<file path="src/logic/monitor_cfg_pkg.sv">
// What this block does
// - Test bit zero enables tree test mode
// - Lock bit makes these registers read-only, except the aux register
// - Remote-1 offset added to remote-1 temperature
// - Local offset added to local temperature
// - Remote-2 offset added to remote-2 temperature
// - All these registers reset to zero
// - Config bits 0..3 choose two-wire fan sense
// - Config bit 4 enables measurement averaging
// - Config bit 5 bypasses input dividers
// - Config bit 6 selects single-channel conversion
// - Fan-1 minimum bits 7..5 pick channel
// - Test-2 bit 1 selects external conversion clock
// - Config bit 7 shuts down, fans off
//
// Purpose: constants and carriers for the monitor configuration slice
// Assumes: APB slave, 32-bit data, one word per register
// Notes:   printed offsets are register indexes; byte address is 4x
package monitor_cfg_pkg;
  // ==========================================================
  // Register indexes and byte addresses
  localparam logic [7:0]  IDX_TEST_EN   = 8'h6F;
  localparam logic [7:0]  IDX_R1_OFS    = 8'h70;
  localparam logic [7:0]  IDX_LOC_OFS   = 8'h71;
  localparam logic [7:0]  IDX_R2_OFS    = 8'h72;
  localparam logic [7:0]  IDX_CFG_TWO   = 8'h73;
  localparam logic [7:0]  IDX_CTRL_AUX  = 8'hC0;
  localparam logic [7:0]  IDX_STATUS    = 8'hC1;
  localparam logic [9:0]  ADDR_TEST_EN  = {IDX_TEST_EN, 2'b00};
  localparam logic [9:0]  ADDR_R1_OFS   = {IDX_R1_OFS, 2'b00};
  localparam logic [9:0]  ADDR_LOC_OFS  = {IDX_LOC_OFS, 2'b00};
  localparam logic [9:0]  ADDR_R2_OFS   = {IDX_R2_OFS, 2'b00};
  localparam logic [9:0]  ADDR_CFG_TWO  = {IDX_CFG_TWO, 2'b00};
  localparam logic [9:0]  ADDR_CTRL_AUX = {IDX_CTRL_AUX, 2'b00};
  localparam logic [9:0]  ADDR_STATUS   = {IDX_STATUS, 2'b00};
  // ==========================================================
  // Reset values and field positions
  localparam logic [7:0]  RST_REG       = 8'h00;
  localparam int          POS_TEST_EN   = 0;
  localparam int          POS_AVG       = 4;
  localparam int          POS_BYPASS    = 5;
  localparam int          POS_SINGLE    = 6;
  localparam int          POS_POWER_DOWN_MODE      = 7;
  localparam int          POS_LOCK      = 0;
  localparam int          POS_EXT_CLK   = 1;
  localparam int          POS_POLARITY  = 2;
  localparam int          SEL_LSB       = 5;
  // ==========================================================
  // Single-channel selection codes
  localparam logic [2:0]  CH_2V5        = 3'h0;
  localparam logic [2:0]  CH_SUPPLY     = 3'h2;
  localparam logic [2:0]  CH_REMOTE1    = 3'h5;
  localparam logic [2:0]  CH_LOCAL      = 3'h6;
  localparam logic [2:0]  CH_REMOTE2    = 3'h7;

  typedef enum logic [2:0] {
    SEL_2V5, SEL_SUPPLY, SEL_REMOTE1, SEL_LOCAL, SEL_REMOTE2, SEL_NONE
  } chan_sel_t;

  // Raw readings in quarter-degree steps, 10 bits signed
  typedef struct packed {
    logic [9:0] remote1;
    logic [9:0] local_t;
    logic [9:0] remote2;
  } temp_set_t;

  typedef struct packed {
    logic [3:0] two_wire_sense_sel;
    logic       measurement_averaging;
    logic       input_divider_bypass;
    logic       single_channel_convert;
    logic       power_down_mode;
    logic       tree_test_mode_on;
    logic       ext_single_channel_convert_clock;
    chan_sel_t  channel;
  } mode_t;
endpackage

</file>
<file path="src/logic/monitor_config_offset_regs.sv">
// Purpose: configuration and offset registers of the monitor, APB slave
// Assumes: pclk 20 MHz, presetn async active low, zero-wait APB
// Notes:   aux register holds lock, external clock and polarity bits
module monitor_config_offset_regs (
  input  wire logic                        pclk,       // Bus clock
  input  wire logic                        presetn,    // Async reset
  input  wire logic                        psel,       // Slave select
  input  wire logic                        penable,    // Access phase
  input  wire logic                        pwrite,     // Write strobe
  input  wire logic [11:0]                 paddr,      // Byte address
  input  wire logic [31:0]                 pwdata,     // Write data
  output logic      [31:0]                 prdata,     // Read data
  output logic                             pready,     // Always ready
  output logic                             pslverr,    // Unmapped access
  input  wire logic [7:0]                  fan1_min,   // Fan-1 min reg
  input  wire monitor_cfg_pkg::temp_set_t  temp_raw,   // Raw readings
  input  wire logic [7:0]                  duty_raw,   // Engine duty
  output monitor_cfg_pkg::temp_set_t       temp_adj,   // Offset readings
  output monitor_cfg_pkg::mode_t           mode,       // Decoded modes
  output logic      [7:0]                  duty_shown, // Duty readback
  output logic                             fan_drive   // Fan pins level
);
  import monitor_cfg_pkg::*;

  logic [7:0] test_en;
  logic [7:0] r1_ofs;
  logic [7:0] loc_ofs;
  logic [7:0] r2_ofs;
  logic [7:0] cfg_two;
  logic [7:0] ctrl_aux;
  logic       wr_acc;
  logic       rd_acc;
  logic       hit;
  logic       locked;
  logic [7:0] rd_byte;
  logic [2:0] sel_code;

  // ==========================================================
  // Bus decode
  function automatic logic mapped(input logic [11:0] a);
    mapped = (a[11:10] == 2'b00) &&
             (a[9:0] == ADDR_TEST_EN || a[9:0] == ADDR_R1_OFS ||
              a[9:0] == ADDR_LOC_OFS || a[9:0] == ADDR_R2_OFS ||
              a[9:0] == ADDR_CFG_TWO || a[9:0] == ADDR_CTRL_AUX ||
              a[9:0] == ADDR_STATUS);
  endfunction

  assign hit     = mapped(paddr);
  assign wr_acc  = psel && penable && pwrite && hit;
  assign rd_acc  = psel && !penable && !pwrite;
  assign pready  = 1'b1;
  assign pslverr = psel && penable && !hit;
  assign locked  = ctrl_aux[POS_LOCK];

  // ==========================================================
  // Locked registers
  // zero at reset
  always_ff @(posedge pclk or negedge presetn) begin
    if (!presetn) begin
      test_en <= RST_REG;
      r1_ofs  <= RST_REG;
      loc_ofs <= RST_REG;
      r2_ofs  <= RST_REG;
      cfg_two <= RST_REG;
    end else if (wr_acc && !locked) begin
      if (paddr[9:0] == ADDR_TEST_EN) begin
        test_en <= {7'h00, pwdata[POS_TEST_EN]};
      end else if (paddr[9:0] == ADDR_R1_OFS) begin
        r1_ofs <= pwdata[7:0];
      end else if (paddr[9:0] == ADDR_LOC_OFS) begin
        loc_ofs <= pwdata[7:0];
      end else if (paddr[9:0] == ADDR_R2_OFS) begin
        r2_ofs <= pwdata[7:0];
      end else if (paddr[9:0] == ADDR_CFG_TWO) begin
        cfg_two <= pwdata[7:0];
      end
    end
  end

  // Aux control: lock is sticky until reset
  always_ff @(posedge pclk or negedge presetn) begin
    if (!presetn) begin
      ctrl_aux <= RST_REG;
    end else if (wr_acc && paddr[9:0] == ADDR_CTRL_AUX) begin
      ctrl_aux <= {5'h00, pwdata[POS_POLARITY], pwdata[POS_EXT_CLK],
                   pwdata[POS_LOCK] | locked};
    end
  end

  // ==========================================================
  // Read data, registered in setup phase
  always_comb begin
    if (paddr[9:0] == ADDR_TEST_EN) begin
      rd_byte = test_en;
    end else if (paddr[9:0] == ADDR_R1_OFS) begin
      rd_byte = r1_ofs;
    end else if (paddr[9:0] == ADDR_LOC_OFS) begin
      rd_byte = loc_ofs;
    end else if (paddr[9:0] == ADDR_R2_OFS) begin
      rd_byte = r2_ofs;
    end else if (paddr[9:0] == ADDR_CFG_TWO) begin
      rd_byte = cfg_two;
    end else if (paddr[9:0] == ADDR_CTRL_AUX) begin
      rd_byte = ctrl_aux;
    end else if (paddr[9:0] == ADDR_STATUS) begin
      rd_byte = {mode.channel, 2'b00, locked, cfg_two[POS_POWER_DOWN_MODE],
                 test_en[POS_TEST_EN]};
    end else begin
      rd_byte = 8'h00;
    end
  end

  always_ff @(posedge pclk or negedge presetn) begin
    if (!presetn) begin
      prdata <= 32'h0000_0000;
    end else if (rd_acc) begin
      // Unmapped reads return zero
      prdata <= hit ? {24'h00_0000, rd_byte} : 32'h0000_0000;
    end
  end

  // ==========================================================
  // Temperature offsets, sign-extended quarter-degree steps
  always_ff @(posedge pclk or negedge presetn) begin
    if (!presetn) begin
      temp_adj <= '0;
    end else begin
      temp_adj.remote1 <= temp_raw.remote1 + {{2{r1_ofs[7]}}, r1_ofs};
      temp_adj.local_t <= temp_raw.local_t + {{2{loc_ofs[7]}}, loc_ofs};
      temp_adj.remote2 <= temp_raw.remote2 + {{2{r2_ofs[7]}}, r2_ofs};
    end
  end

  // ==========================================================
  // Mode outputs
  assign sel_code = fan1_min[SEL_LSB +: 3];

  always_ff @(posedge pclk or negedge presetn) begin
    if (!presetn) begin
      mode <= '{4'h0, 1'b0, 1'b0, 1'b0, 1'b0, 1'b0, 1'b0, SEL_NONE};
    end else begin
      mode.two_wire_sense_sel    <= cfg_two[3:0];
      mode.measurement_averaging <= cfg_two[POS_AVG];
      mode.input_divider_bypass  <= cfg_two[POS_BYPASS];
      mode.single_channel_convert <= cfg_two[POS_SINGLE];
      mode.power_down_mode       <= cfg_two[POS_POWER_DOWN_MODE];
      mode.tree_test_mode_on     <= test_en[POS_TEST_EN];
      mode.ext_single_channel_convert_clock        <= ctrl_aux[POS_EXT_CLK];
      if (!cfg_two[POS_SINGLE]) begin
        mode.channel <= SEL_NONE;
      end else if (sel_code == CH_2V5) begin
        mode.channel <= SEL_2V5;
      end else if (sel_code == CH_SUPPLY) begin
        mode.channel <= SEL_SUPPLY;
      end else if (sel_code == CH_REMOTE1) begin
        mode.channel <= SEL_REMOTE1;
      end else if (sel_code == CH_LOCAL) begin
        mode.channel <= SEL_LOCAL;
      end else if (sel_code == CH_REMOTE2) begin
        mode.channel <= SEL_REMOTE2;
      end else begin
        mode.channel <= SEL_NONE;
      end
    end
  end

  always_ff @(posedge pclk or negedge presetn) begin
    if (!presetn) begin
      duty_shown <= 8'h00;
      fan_drive  <= 1'b0;
    end else if (cfg_two[POS_POWER_DOWN_MODE]) begin
      duty_shown <= 8'h00;
      fan_drive  <= ctrl_aux[POS_POLARITY];
    end else begin
      duty_shown <= duty_raw;
      fan_drive  <= ~ctrl_aux[POS_POLARITY];
    end
  end

  // ==========================================================
  // Checks
  lock_hold_a: assert property (
    @(posedge pclk) disable iff (!presetn)
    locked |=> $stable(cfg_two) && $stable(r1_ofs) && $stable(test_en)
      && $stable(loc_ofs) && $stable(r2_ofs))
    else $error("locked register changed");

  lock_sticky_a: assert property (
    @(posedge pclk) disable iff (!presetn)
    locked |=> locked)
    else $error("lock bit cleared");

  reset_zero_a: assert property (
    @(posedge pclk)
    $rose(presetn) |-> test_en == RST_REG && cfg_two == RST_REG
      && r1_ofs == RST_REG && loc_ofs == RST_REG && r2_ofs == RST_REG)
    else $error("register not zero after reset");

  cfg_write_a: assert property (
    @(posedge pclk) disable iff (!presetn)
    wr_acc && !locked && paddr[9:0] == ADDR_CFG_TWO
    |=> cfg_two == $past(pwdata[7:0]))
    else $error("config write lost");

  test_mode_a: assert property (
    @(posedge pclk) disable iff (!presetn)
    ##1 mode.tree_test_mode_on == $past(test_en[0]))
    else $error("test mode wrong");

  test_upper_a: assert property (
    @(posedge pclk) disable iff (!presetn)
    wr_acc && !locked && paddr[9:0] == ADDR_TEST_EN
    |=> test_en == {7'h00, $past(pwdata[POS_TEST_EN])})
    else $error("test register write wrong");

  remote1_ofs_a: assert property (
    @(posedge pclk) disable iff (!presetn)
    ##1 temp_adj.remote1 ==
      10'($past(temp_raw.remote1) + {{2{$past(r1_ofs[7])}}, $past(r1_ofs)}))
    else $error("remote1 offset wrong");

  local_ofs_a: assert property (
    @(posedge pclk) disable iff (!presetn)
    ##1 temp_adj.local_t ==
      10'($past(temp_raw.local_t) + {{2{$past(loc_ofs[7])}}, $past(loc_ofs)}))
    else $error("local offset wrong");

  remote2_ofs_a: assert property (
    @(posedge pclk) disable iff (!presetn)
    ##1 temp_adj.remote2 ==
      10'($past(temp_raw.remote2) + {{2{$past(r2_ofs[7])}}, $past(r2_ofs)}))
    else $error("remote2 offset wrong");

  sense_sel_a: assert property (
    @(posedge pclk) disable iff (!presetn)
    ##1 mode.two_wire_sense_sel == $past(cfg_two[3:0]))
    else $error("fan sense select wrong");

  avg_mode_a: assert property (
    @(posedge pclk) disable iff (!presetn)
    ##1 mode.measurement_averaging == $past(cfg_two[POS_AVG]))
    else $error("averaging mode wrong");

  div_bypass_a: assert property (
    @(posedge pclk) disable iff (!presetn)
    ##1 mode.input_divider_bypass == $past(cfg_two[POS_BYPASS]))
    else $error("divider bypass wrong");

  single_single_channel_convert_a: assert property (
    @(posedge pclk) disable iff (!presetn)
    ##1 mode.single_channel_convert == $past(cfg_two[POS_SINGLE]))
    else $error("single channel mode wrong");

  power_down_mode_mode_a: assert property (
    @(posedge pclk) disable iff (!presetn)
    ##1 mode.power_down_mode == $past(cfg_two[POS_POWER_DOWN_MODE]))
    else $error("shutdown mode wrong");

  ext_clock_a: assert property (
    @(posedge pclk) disable iff (!presetn)
    ##1 mode.ext_single_channel_convert_clock == $past(ctrl_aux[POS_EXT_CLK]))
    else $error("external clock select wrong");

  cfg_read_a: assert property (
    @(posedge pclk) disable iff (!presetn)
    rd_acc && paddr == {2'b00, ADDR_CFG_TWO}
    |=> prdata == {24'h00_0000, $past(cfg_two)})
    else $error("config readback wrong");

  chan_pick_a: assert property (
    @(posedge pclk) disable iff (!presetn)
    cfg_two[POS_SINGLE] && sel_code == CH_REMOTE1
    |=> mode.channel == SEL_REMOTE1)
    else $error("channel select wrong");

  chan_none_a: assert property (
    @(posedge pclk) disable iff (!presetn)
    !cfg_two[POS_SINGLE] |=> mode.channel == SEL_NONE)
    else $error("channel set outside single mode");

  duty_pass_a: assert property (
    @(posedge pclk) disable iff (!presetn)
    !cfg_two[POS_POWER_DOWN_MODE] |=> duty_shown == $past(duty_raw)
      && fan_drive == !$past(ctrl_aux[POS_POLARITY]))
    else $error("running fan state wrong");

  power_down_mode_duty_a: assert property (
    @(posedge pclk) disable iff (!presetn)
    cfg_two[POS_POWER_DOWN_MODE] |=> duty_shown == 8'h00
      && fan_drive == $past(ctrl_aux[POS_POLARITY]))
    else $error("shutdown fan state wrong");
endmodule

</file>
<file path="config.mk">
export PLATFORM = sky130hd
export DESIGN_NAME = monitor_config_offset_regs
export DESIGN_NICKNAME = d
export VERILOG_FILES = /design/src/logic/monitor_cfg_pkg.sv /design/src/logic/monitor_config_offset_regs.sv
export SDC_FILE = /design/constraint.sdc
export NUM_CORES = 1
export LEC_CHECK = 0
export ABC_AREA = 1
export BUFFER_PORTS_ARGS = -buffer_cell sky130_fd_sc_hd__buf_2
export CAP_MARGIN = 5
export CORE_UTILIZATION = 28
export DETAILED_ROUTE_END_ITERATION = 10
export HOLD_SLACK_MARGIN = 0.12
export PLACE_DENSITY = 0.58
export SYNTH_ARGS = -nofsm -noshare
export SYNTH_HDL_FRONTEND = slang
export SYNTH_SLANG_ARGS = --single-unit
</file>
<file path="constraint.sdc">
create_clock -name pclk -period 2.5 [get_ports pclk]
set_input_delay 0.375 -clock pclk [delete_from_list [all_inputs] [get_ports pclk]]
set_output_delay 0.375 -clock pclk [all_outputs]
set_load 0.005 [all_outputs]
</file>
==> results of run 1 <==
==> cells by family after synthesis <==
family,Yosys count,share of synthesized area [%]
buffers and inverters,123,10.9
adders and majority gates,30,7.43
AOI/OAI and AO/OA,107,12.3
other,2,0.140
and+or+nand+nor,229,19.7
DFF,96,44.9
xor gates and xnor gates,28,4.58
==> final timing paths <==
check / from / end / slack [ns] / depth (start not counted)
hold reg to reg: cfg_two[0] / mode[9] / 0.39 / 0
setup / recovery: loc_ofs[0] / temp_adj[18] / 0.45 / 7
hold / removal: duty_raw[4] / duty_shown[4] / 0.22 / 3
setup reg to reg: loc_ofs[0] / temp_adj[18] / 0.45 / 7
max in group asynchronous: presetn / mode[0] / 1.25 / 3
min in group asynchronous: presetn / temp_adj[26] / 0.58 / 2
==> critical path, cell delays in order, from the launching register on <==
cell and delay, ns:
dfrtp_1 0.43, ha_1 0.22, inv_1 0.08, fa_1 0.39, o21ai_0 0.38, nand4_1 0.14
o211ai_1 0.14, xor2_1 0.18
==> per-stage QoR <==
step                      std cells  hold slack [ns]  util, %
after floorplan                 638           0.0794        -
after global placement          968            0.371     33.0
after detailed placement        968            0.371     33.0
after CTS                       985            0.204     34.6
after global routing            985            0.210     34.6
final                           986            0.221     34.6
==> synth_stat cells <==
cell / instances
nor2_1: 38
inv_2: 3
nor2_2: 6
buf_4: 25
inv_1: 83
dfrtp_1: 94
nand2_1: 116
nand2_2: 2
nand2_4: 1
ha_1: 27
clkbuf_1: 3
o2111ai_1: 2
buf_2: 6
fa_1: 3
nor3_1: 5
nand4_4: 1
o211ai_1: 5
o31ai_1: 2
buf_6: 3
xnor2_1: 8
nand4_1: 7
nand3_4: 2
nand3_1: 48
dfstp_2: 2
o21bai_1: 33
xor2_1: 20
o22ai_1: 5
nor2_8: 2
nor2_4: 1
a21oi_1: 30
a21o_1: 3
conb_1: 2
o21ai_0: 27
==> cell usage in the layout (no fill, tap or decap), types with 3 or more instances in the layout <==
master	count
buf_2	125
nand2_1	116
dfrtp_1	94
inv_1	83
nand3_1	48
nor2_1	38
o21bai_1	33
a21oi_1	30
o21ai_0	27
ha_1	27
conb_1	25
xor2_1	20
clkbuf_16	9
xnor2_1	8
nand4_1	7
nor2_2	6
buf_4	6
nor3_1	5
o211ai_1	5
o22ai_1	5
a21o_1	3
inv_2	3
fa_1	3
inv_6	3
==> per-layer routing <==
metal	GRT usage (%)	up-vias	wire length (µm)
met1	18.8	1972	6400
met5	0	-	0
li1	-	2227	-
met2	23.2	115	6330
met3	3.69	15	740
met4	5.09	0	220
==> final cells by class <==
type	count	area [µm²]	area share, %
inverters	86	323	4.98
diodes	1	2.50	0.0386
well taps	234	293	4.52
clock inverters	7	58.8	0.908
repair buffers	134	721	11.1
clock buffers	9	225	3.48
multi-input cells	419	2450	37.8
flip-flops and latches	96	2400	37.1
==> flip-flops by register name, summed over array words and instances (netlist names) <==
signal and count:
loc_ofs 8, ctrl_aux 3, mode 13, test_en 1, fan_drive 1, temp_adj 30, r1_ofs 8, cfg_two 8
r2_ofs 8, duty_shown 8, prdata 8
==> power breakdown <==
part           leakage [nW]  switching, mW  internal (mW)
clock                 0.139          0.652          0.693
combinational          2.14          0.226          0.162
sequential             1.04         0.0139           1.61
==> what timing repair did <==
action	CTS	global route
setup endpoints to repair	0	0
hold endpoints to repair	41	0
hold buffers	1	0
buffers inserted	0	0
==> flow_metrics.py, run 1 <==
metrics = {
    "outcome": {
        "outcome": "complete, no violations",
    },
    "yosys": {
        "synth_area_leaders": "dfrtp_1 44%, nand2_1 8.1%, ha_1 6.3%",
        "ys_warn_count": 0,
        "synth_top_area_share_pct": 43.9,
        "synthCells": 615,
        "synth_cell_type_count": 33,
        "synth.ff_latch_count": 96,
        "synth.avg_cell_area_um2": 8.71,
        "synth_seq_area_share_pct": 44.9,
        "synth_area_leader_cell": "dfrtp_1",
        "syn_area_mm2": 0.00535,
    },
    "global_routing": {
        "grt_pass1_wl_um": 21700,
        "grt_max_degree": 44,
        "track_usage_pct": 14.5,
        "grt_pass1_vias": 4113,
        "grt-ovfl-total": 0,
        "antenna_found_initial": 1,
    },
    "routing": {
        "wl_per_cell_um": 13.9,
        "drt-vias-per-instance": 4.39,
        "ant_nets": 0,
        "drt_iter0_drc": 249,
        "detail_route.wirelength_um": 13700,
        "num_vias": 4329,
        "dr.pass1.iters": 6,
        "drc": 0,
    },
    "sta": {
        "clock_skew_ns": 0.00711,
        "drv_slew": 0,
        "rsz0062_at_grt": "false",
        "worst_slack_ns": 0.455,
        "hold_viol": 0,
        "fin_crit_ns": 2.05,
        "worstMarginPinSlew_ns": 0.584,
        "fmax_mhz": 489,
        "fin_tns_setup_ns": 0,
        "min_period_over_period_pct": 81.8,
        "slew_headroom_pct": 61.1,
        "setup-violations-final": 0,
    },
    "setup_path": {
        "crit_path_start_kind": "register",
        "critPathRequiredTime_ns": 2.77,
        "critPathCaptureType": "register",
        "path_max_fanout": 3,
        "path_class": "register to register",
        "cp.arrival_ns": 2.31,
    },
    "floorplan": {
        "chipWidth_um": 140,
        "io_pins": 181,
        "fp.dieH_um": 140,
        "row_count": 50,
        "core_area_mm2": 0.0187,
        "start_util_pct": 28.6,
        "die_area_mm2": 0.0197,
    },
    "place": {
        "place_congestion": 0.830,
        "port_buffers": 126,
        "dp_slack_ns": 0.403,
        "dp_hpwl_um": 10700,
        "place_area_mm2": 0.00618,
    },
    "cells_and_area": {
        "final_cell_area_mm2": 0.00648,
        "drive_gt1_share_pct": 22.5,
        "area_growth_pct": 21.0,
        "nets": 871,
        "fillerInstances": 1971,
    },
    "cts": {
        "cts_resized": 0,
        "clock_sinks": 96,
        "clk_pin_slew_ns": 0.08,
        "clockBufferDepth": 2,
        "cts_buffers": 9,
        "cts_tree": "built",
        "clock_latency_ns": 0.35,
        "cts-root-buf": "clkbuf_16",
        "htreeDepth": 3,
    },
    "power": {
        "p_leak_nw": 3.32,
        "p_per_area_mw_per_mm2": 518,
        "ir_worst_vdd_mv": 0.233,
        "p_total_mw": 3.36,
    },
    "min_path": {
        "min_path_type": "input pin to register",
    },
    "flow_run": {
        "cap_violations": 0,
    },
}
Power figures use the tool's default switching activity.
==> inputs of run 2 (changes only) <==
--- a/config.mk
+++ b/config.mk
@@ -11,7 +11,7 @@
 export CORE_UTILIZATION = 28
 export DETAILED_ROUTE_END_ITERATION = 10
 export HOLD_SLACK_MARGIN = 0.12
-export PLACE_DENSITY = 0.58
+export PLACE_DENSITY = 0.59
 export SYNTH_ARGS = -nofsm -noshare
 export SYNTH_HDL_FRONTEND = slang
 export SYNTH_SLANG_ARGS = --single-unit
==> constraint.sdc (replaced) <==
create_clock -name pclk -period 1.8 [get_ports pclk]
set_input_delay 0.27 -clock pclk [delete_from_list [all_inputs] [get_ports pclk]]
set_output_delay 0.27 -clock pclk [all_outputs]
set_load 0.005 [all_outputs]
==> run 2 against run 1 <==
- wire length rose by 1.5%
- worst hold slack got worse by 0.089 ns
- die area did not move
- clock power rose by 51%
- setup slack got worse by 0.35 ns
- sequential power rose by 40%
- via count rose by 4.6%
- first-iteration DRC count fell by 1.6%
- register-to-register slack got worse by 0.35 ns
- non-clock buffer count rose by 47
- global-route usage rose by 0.21 points
- critical path type is now input pin to output pin
- largest cell class unchanged
==> flow_metrics.py, run 2 (synthesized netlist as in run 1, its figures left out) <==
metrics = {
    "setup_path": {
        "path_class": "input pin to output pin",
        "path_buf_inv": 5,
        "cp.arrival_ns": 1.42,
        "cpLargestDelayFamily": "simple AND/OR/NAND/NOR gates",
        "crit_path_start_kind": "input pin",
        "reg2reg_from": "loc_ofs[0]",
        "crit_chain": "buf_2, inv_1, nand2_2, nor2_4, nand3_4, nand2_1, nor2_1, buf_4, nand2_4, buf_4, a21oi_1, buf_2",
        "critPathRequiredTime_ns": 1.53,
        "rrSetupSlack_ns": 0.11,
        "cpMaxStageDelayCell": "nor2_4",
        "startpoint": "paddr[0]",
        "path_max_fanout": 5,
        "timing.rr.end": "temp_adj[16]",
        "critPathCaptureType": "output pin",
        "rr_worst_depth": 8,
        "worst_path_largest_cell_delay_ns": 0.19,
    },
    "floorplan": {
        "io_pins": 181,
        "start_util_pct": 28.6,
        "die_area_mm2": 0.0197,
        "row_count": 50,
        "chipWidth_um": 140,
        "core_area_mm2": 0.0187,
        "fp.dieH_um": 140,
    },
    "cells_and_area": {
        "largest_register_ffs": 30,
        "nets": 918,
        "top_register": "temp_adj",
        "drive_gt1_share_pct": 27.6,
        "antenna_cells": 0,
        "area_growth_pct": 29.6,
        "final_cell_mix": "124 x buf_2, 113 x nand2_1, 94 x dfrtp_1",
        "final_common_cell": "buf_2",
        "reg_top3": "temp_adj (30), mode (13)",
    },
    "place": {
        "dp_slack_ns": -0.0607,
        "dp_hpwl_um": 10900,
        "place_congestion": 0.835,
        "port_buffers": 126,
    },
    "min_path": {
        "hold_path_depth": 3,
        "hold_path_end": "duty_shown[7]",
        "min_path_type": "input pin to register",
        "min_from": "duty_raw[7]",
    },
    "cts": {
        "cts_buffers": 9,
        "clk_pin_slew_ns": 0.07,
        "clock_latency_ns": 0.35,
        "cts_tree": "built",
        "clock_sinks": 96,
        "cts-root-buf": "clkbuf_16",
        "htreeDepth": 3,
        "clockBufferDepth": 2,
    },
    "routing": {
        "dr.pass1.iters": 4,
        "drt_iter0_drc": 245,
        "drc": 0,
        "wl_per_cell_um": 13.5,
        "num_vias": 4530,
        "drt-vias-per-instance": 4.39,
        "detail_route.wirelength_um": 13900,
        "ant_nets": 0,
    },
    "sta": {
        "drv_slew": 0,
        "setup-violations-final": 0,
        "fin_crit_ns": 1.69,
        "fmax_mhz": 591,
        "fin_tns_setup_ns": 0,
        "min_period_over_period_pct": 94.0,
        "clock_skew_ns": 0.0118,
        "hold_viol": 0,
        "rsz0062_at_grt": "false",
        "worst_slack_ns": 0.108,
    },
    "global_routing": {
        "grt_pass1_wl_um": 22300,
        "track_usage_pct": 14.7,
        "grt_pass1_vias": 4382,
        "grt_max_degree": 36,
        "antenna_found_initial": 0,
        "grt-ovfl-total": 0,
    },
    "power": {
        "p_leak_nw": 3.56,
        "ir_worst_vdd_mv": 0.361,
        "p_per_area_mw_per_mm2": 704,
    },
    "flow_run": {
        "cap_violations": 0,
    },
    "outcome": {
        "outcome": "complete, no violations",
    },
}
run 2: cell types whose count changed in the layout (fill, tap and decap cells not counted), moves of 3 or more:
cell           delta
buf_4            +39
dlygate4sd3_1     +8
nand2_1           -3
nand2_2           +3
o21ai_0           -4
o21ai_1           +3
run 2: where the power goes:
group / switching [mW] / internal, mW
clock network: 0.895 / 1.14
logic: 0.329 / 0.271
registers: 0.0197 / 2.24
total: 1.24 / 3.64
run 2: final cells by class:
type                       instances  area (µm²)
clock buffer                      10         239
clock inverter                     6        75.1
fill                            1909       11800
inverter                          86         323
multi-input combinational        419        2500
sequential                        96        2400
tap                              234         293
timing repair buffer             181        1110
run 2: what timing repair did:
| action | 4_1_cts | 5_1_grt |
|---|---|---|
| pin swaps | 0 | 6 |
| endpoints found under the hold margin | 35 | 0 |
| endpoints found under the setup margin | 2 | 10 |
| buffers inserted | 0 | 1 |
| hold buffers | 9 | 0 |
| resized for setup | 1 | 18 |
run 2: through the flow:
stage          instance area [µm²]  instances  hold slack [ns]  power, mW  utilization [%]
6_report                      6940       1032            0.132       4.89             37.1
5_1_grt                       6940       1032            0.132       5.14             37.1
4_1_cts                       6880       1031            0.122       4.96             36.8
3_5_place_dp                  6480       1006            0.244       2.88             34.6
3_3_place_gp                  6480       1006            0.239       2.88             34.6
2_1_floorplan                 5440        638          -0.0256       2.60                -
run 2: per-layer routing:
metal	global-route usage [%]	routed length, µm	part of all wire, %	up-vias
met3	3.38	829	6.0	14
met5	0	0	0	-
li1	-	-	-	2310
met1	19.5	6270	45	2080
met4	4.63	195	1.4	0
met2	23.6	6600	48	126
run 2: worst min-delay path: stages:
cell	delay [ns]
buf_2	0.09
inv_1	0.05
nor2_1	0.04
run 2: worst max-delay path by stage:
| stage | end | slack, ns | cells after the start |
|---|---|---|---|
| final | pslverr | 0.11 | 12 |
| after global routing | temp_adj[7] | 0.001 | 7 |
| after CTS | temp_adj[26] | 0.005 | 9 |
| after detailed placement | r2_ofs[7] | -0.06 | 14 |
| after global placement | loc_ofs[1] | -0.02 | 14 |
| after floorplan | temp_adj[16] | 0.07 | 8 |
==> inputs of run 3 (changes only) <==
--- a/config.mk
+++ b/config.mk
@@ -11,7 +11,7 @@
 export CORE_UTILIZATION = 28
 export DETAILED_ROUTE_END_ITERATION = 10
 export HOLD_SLACK_MARGIN = 0.12
-export PLACE_DENSITY = 0.59
+export PLACE_DENSITY_LB_ADDON = 0.3
 export SYNTH_ARGS = -nofsm -noshare
 export SYNTH_HDL_FRONTEND = slang
 export SYNTH_SLANG_ARGS = --single-unit
==> run 3 against run 2 <==
- total power decreased by 2.8%
- register-to-register slack got worse by 0.03 ns
- cell area decreased by 1.4%
- clock skew increased by 0.0011 ns
- clock power decreased by 6%
- worst hold slack got worse by 0.0040 ns
==> flow_metrics.py, run 3 (synthesized netlist as in run 1, its figures left out) <==
metrics = {
    "outcome": {
        "outcome": "complete, no violations",
    },
    "routing": {
        "ant_nets": 0,
        "dr.pass1.iters": 4,
        "detail_route.wirelength_um": 13900,
        "num_vias": 4473,
        "drt-vias-per-instance": 4.38,
        "wl_per_cell_um": 13.6,
        "drt_iter0_drc": 234,
        "drc": 0,
    },
    "sta": {
        "rsz0062_at_grt": "true",
        "setup-violations-final": 0,
        "worst_slack_ns": 0.0815,
        "clock_skew_ns": 0.0129,
        "drv_slew": 0,
        "fin_crit_ns": 1.72,
        "whs_ns": 0.128,
        "min_period_over_period_pct": 95.5,
        "fmax_mhz": 582,
        "hold_viol": 0,
    },
    "floorplan": {
        "row_count": 50,
        "start_util_pct": 28.6,
        "io_pins": 181,
        "core_area_mm2": 0.0187,
        "fp.dieH_um": 140,
        "chipWidth_um": 140,
        "die_area_mm2": 0.0197,
    },
    "power": {
        "p_leak_nw": 3.49,
        "p_per_area_mw_per_mm2": 695,
        "ir_worst_vdd_mv": 0.318,
    },
    "global_routing": {
        "grt_busiest_layer": "met2",
        "track_usage_pct": 14.5,
        "grt_pass1_wl_um": 22000,
        "grt-ovfl-total": 0,
        "antenna_found_initial": 0,
        "grt_max_degree": 40,
        "grt_pass1_vias": 4179,
        "grt_use_met1_pct": 19.4,
        "met2_usage_pct": 23.3,
        "use_met3_pct": 3.32,
    },
    "setup_path": {
        "rr_worst_depth": 8,
        "crit_path_start_kind": "register",
        "cp.arrival_ns": 1.99,
        "path_max_fanout": 3,
        "reg2reg_from": "loc_ofs[0]",
        "rrSetupSlack_ns": 0.08,
        "timing.rr.end": "temp_adj[18]",
        "path_class": "register to register",
        "critPathCaptureType": "register",
        "critPathRequiredTime_ns": 2.08,
    },
    "min_path": {
        "hold_path_end": "duty_shown[1]",
        "hold_path_depth": 3,
        "min_from": "duty_raw[1]",
        "min_path_type": "input pin to register",
    },
    "cells_and_area": {
        "drive_gt1_share_pct": 26.9,
        "nets": 907,
        "largest_register_ffs": 30,
        "top_register": "temp_adj",
        "layoutNonFillerInstCount": 1022,
        "final_common_cell": "buf_2",
        "final_cell_area_mm2": 0.00684,
        "final_cell_mix": "125 x buf_2, 116 x nand2_1, 94 x dfrtp_1",
        "fillerInstances": 1918,
        "area_growth_pct": 27.8,
        "final_util_pct": 36.6,
        "reg_top3": "temp_adj (30), mode (13)",
    },
    "cts": {
        "clock_latency_ns": 0.36,
        "clock_sinks": 96,
        "htreeDepth": 3,
        "cts_buffers": 9,
        "clk_pin_slew_ns": 0.08,
        "cts_tree": "built",
        "cts-root-buf": "clkbuf_16",
        "clockBufferDepth": 2,
    },
    "place": {
        "port_buffers": 126,
        "place_congestion": 0.830,
        "dp_cells": 996,
        "dp_hpwl_um": 10900,
        "dp_slack_ns": 0.0130,
        "place_area_mm2": 0.00640,
    },
    "flow_run": {
        "cap_violations": 0,
    },
}
run 3: critical path: stages, from the launching register on:
cell and delay (ns):
dfrtp_1 0.42, ha_2 0.22, inv_2 0.05, fa_2 0.34, o21ai_2 0.12, buf_4 0.13, nand4_1 0.08, o211ai_1 0.13
xor2_1 0.16
run 3: layout make-up:
cell class,count,area (µm²),area share (%)
multi-input combinational,419,2500,36.6
sequential,96,2400,35.2
timing repair buffer,170,1020,14.9
inverter,86,323,4.72
tap,234,293,4.28
clock buffer,9,225,3.29
clock inverter,7,71.3,1.04
antenna,1,2.50,0.0366
run 3: what timing repair did:
action	in CTS	in global routing
buffers inserted	0	1
hold endpoints to repair	24	0
hold buffers	8	0
pin swaps	0	6
resized for setup	3	16
endpoints found under the setup margin	3	9
run 3: worst max-delay path by stage:
stage | from | to | depth (start not counted)
floorplan | loc_ofs[0] | temp_adj[16] | 8
global placement | loc_ofs[0] | temp_adj[18] | 8
detailed placement | loc_ofs[0] | temp_adj[18] | 8
CTS | loc_ofs[0] | temp_adj[18] | 8
global route | loc_ofs[0] | temp_adj[18] | 8
finish | loc_ofs[0] | temp_adj[18] | 8
run 3: power breakdown:
part	switching, mW	internal, mW	leakage, nW	total [mW]
Combinational	0.327	0.265	2.31	0.591
Sequential	0.0194	2.24	1.04	2.26
Clock	0.929	0.976	0.139	1.90
Total	1.27	3.48	3.49	4.75
run 3: through the flow:
stage	total power [mW]	setup TNS, ns
after floorplan	2.60	0
after global placement	2.87	0
after detailed placement	2.88	0
after CTS	4.83	0
after global routing	4.99	-0.0341
final	4.75	0
run 3: layer usage:
layer	share of wire [%]	up-vias	wire (µm)
met5	0	-	0
met4	1.1	0	154
met3	5.4	12	749
met2	48	112	6660
met1	46	2071	6360
li1	-	2278	-
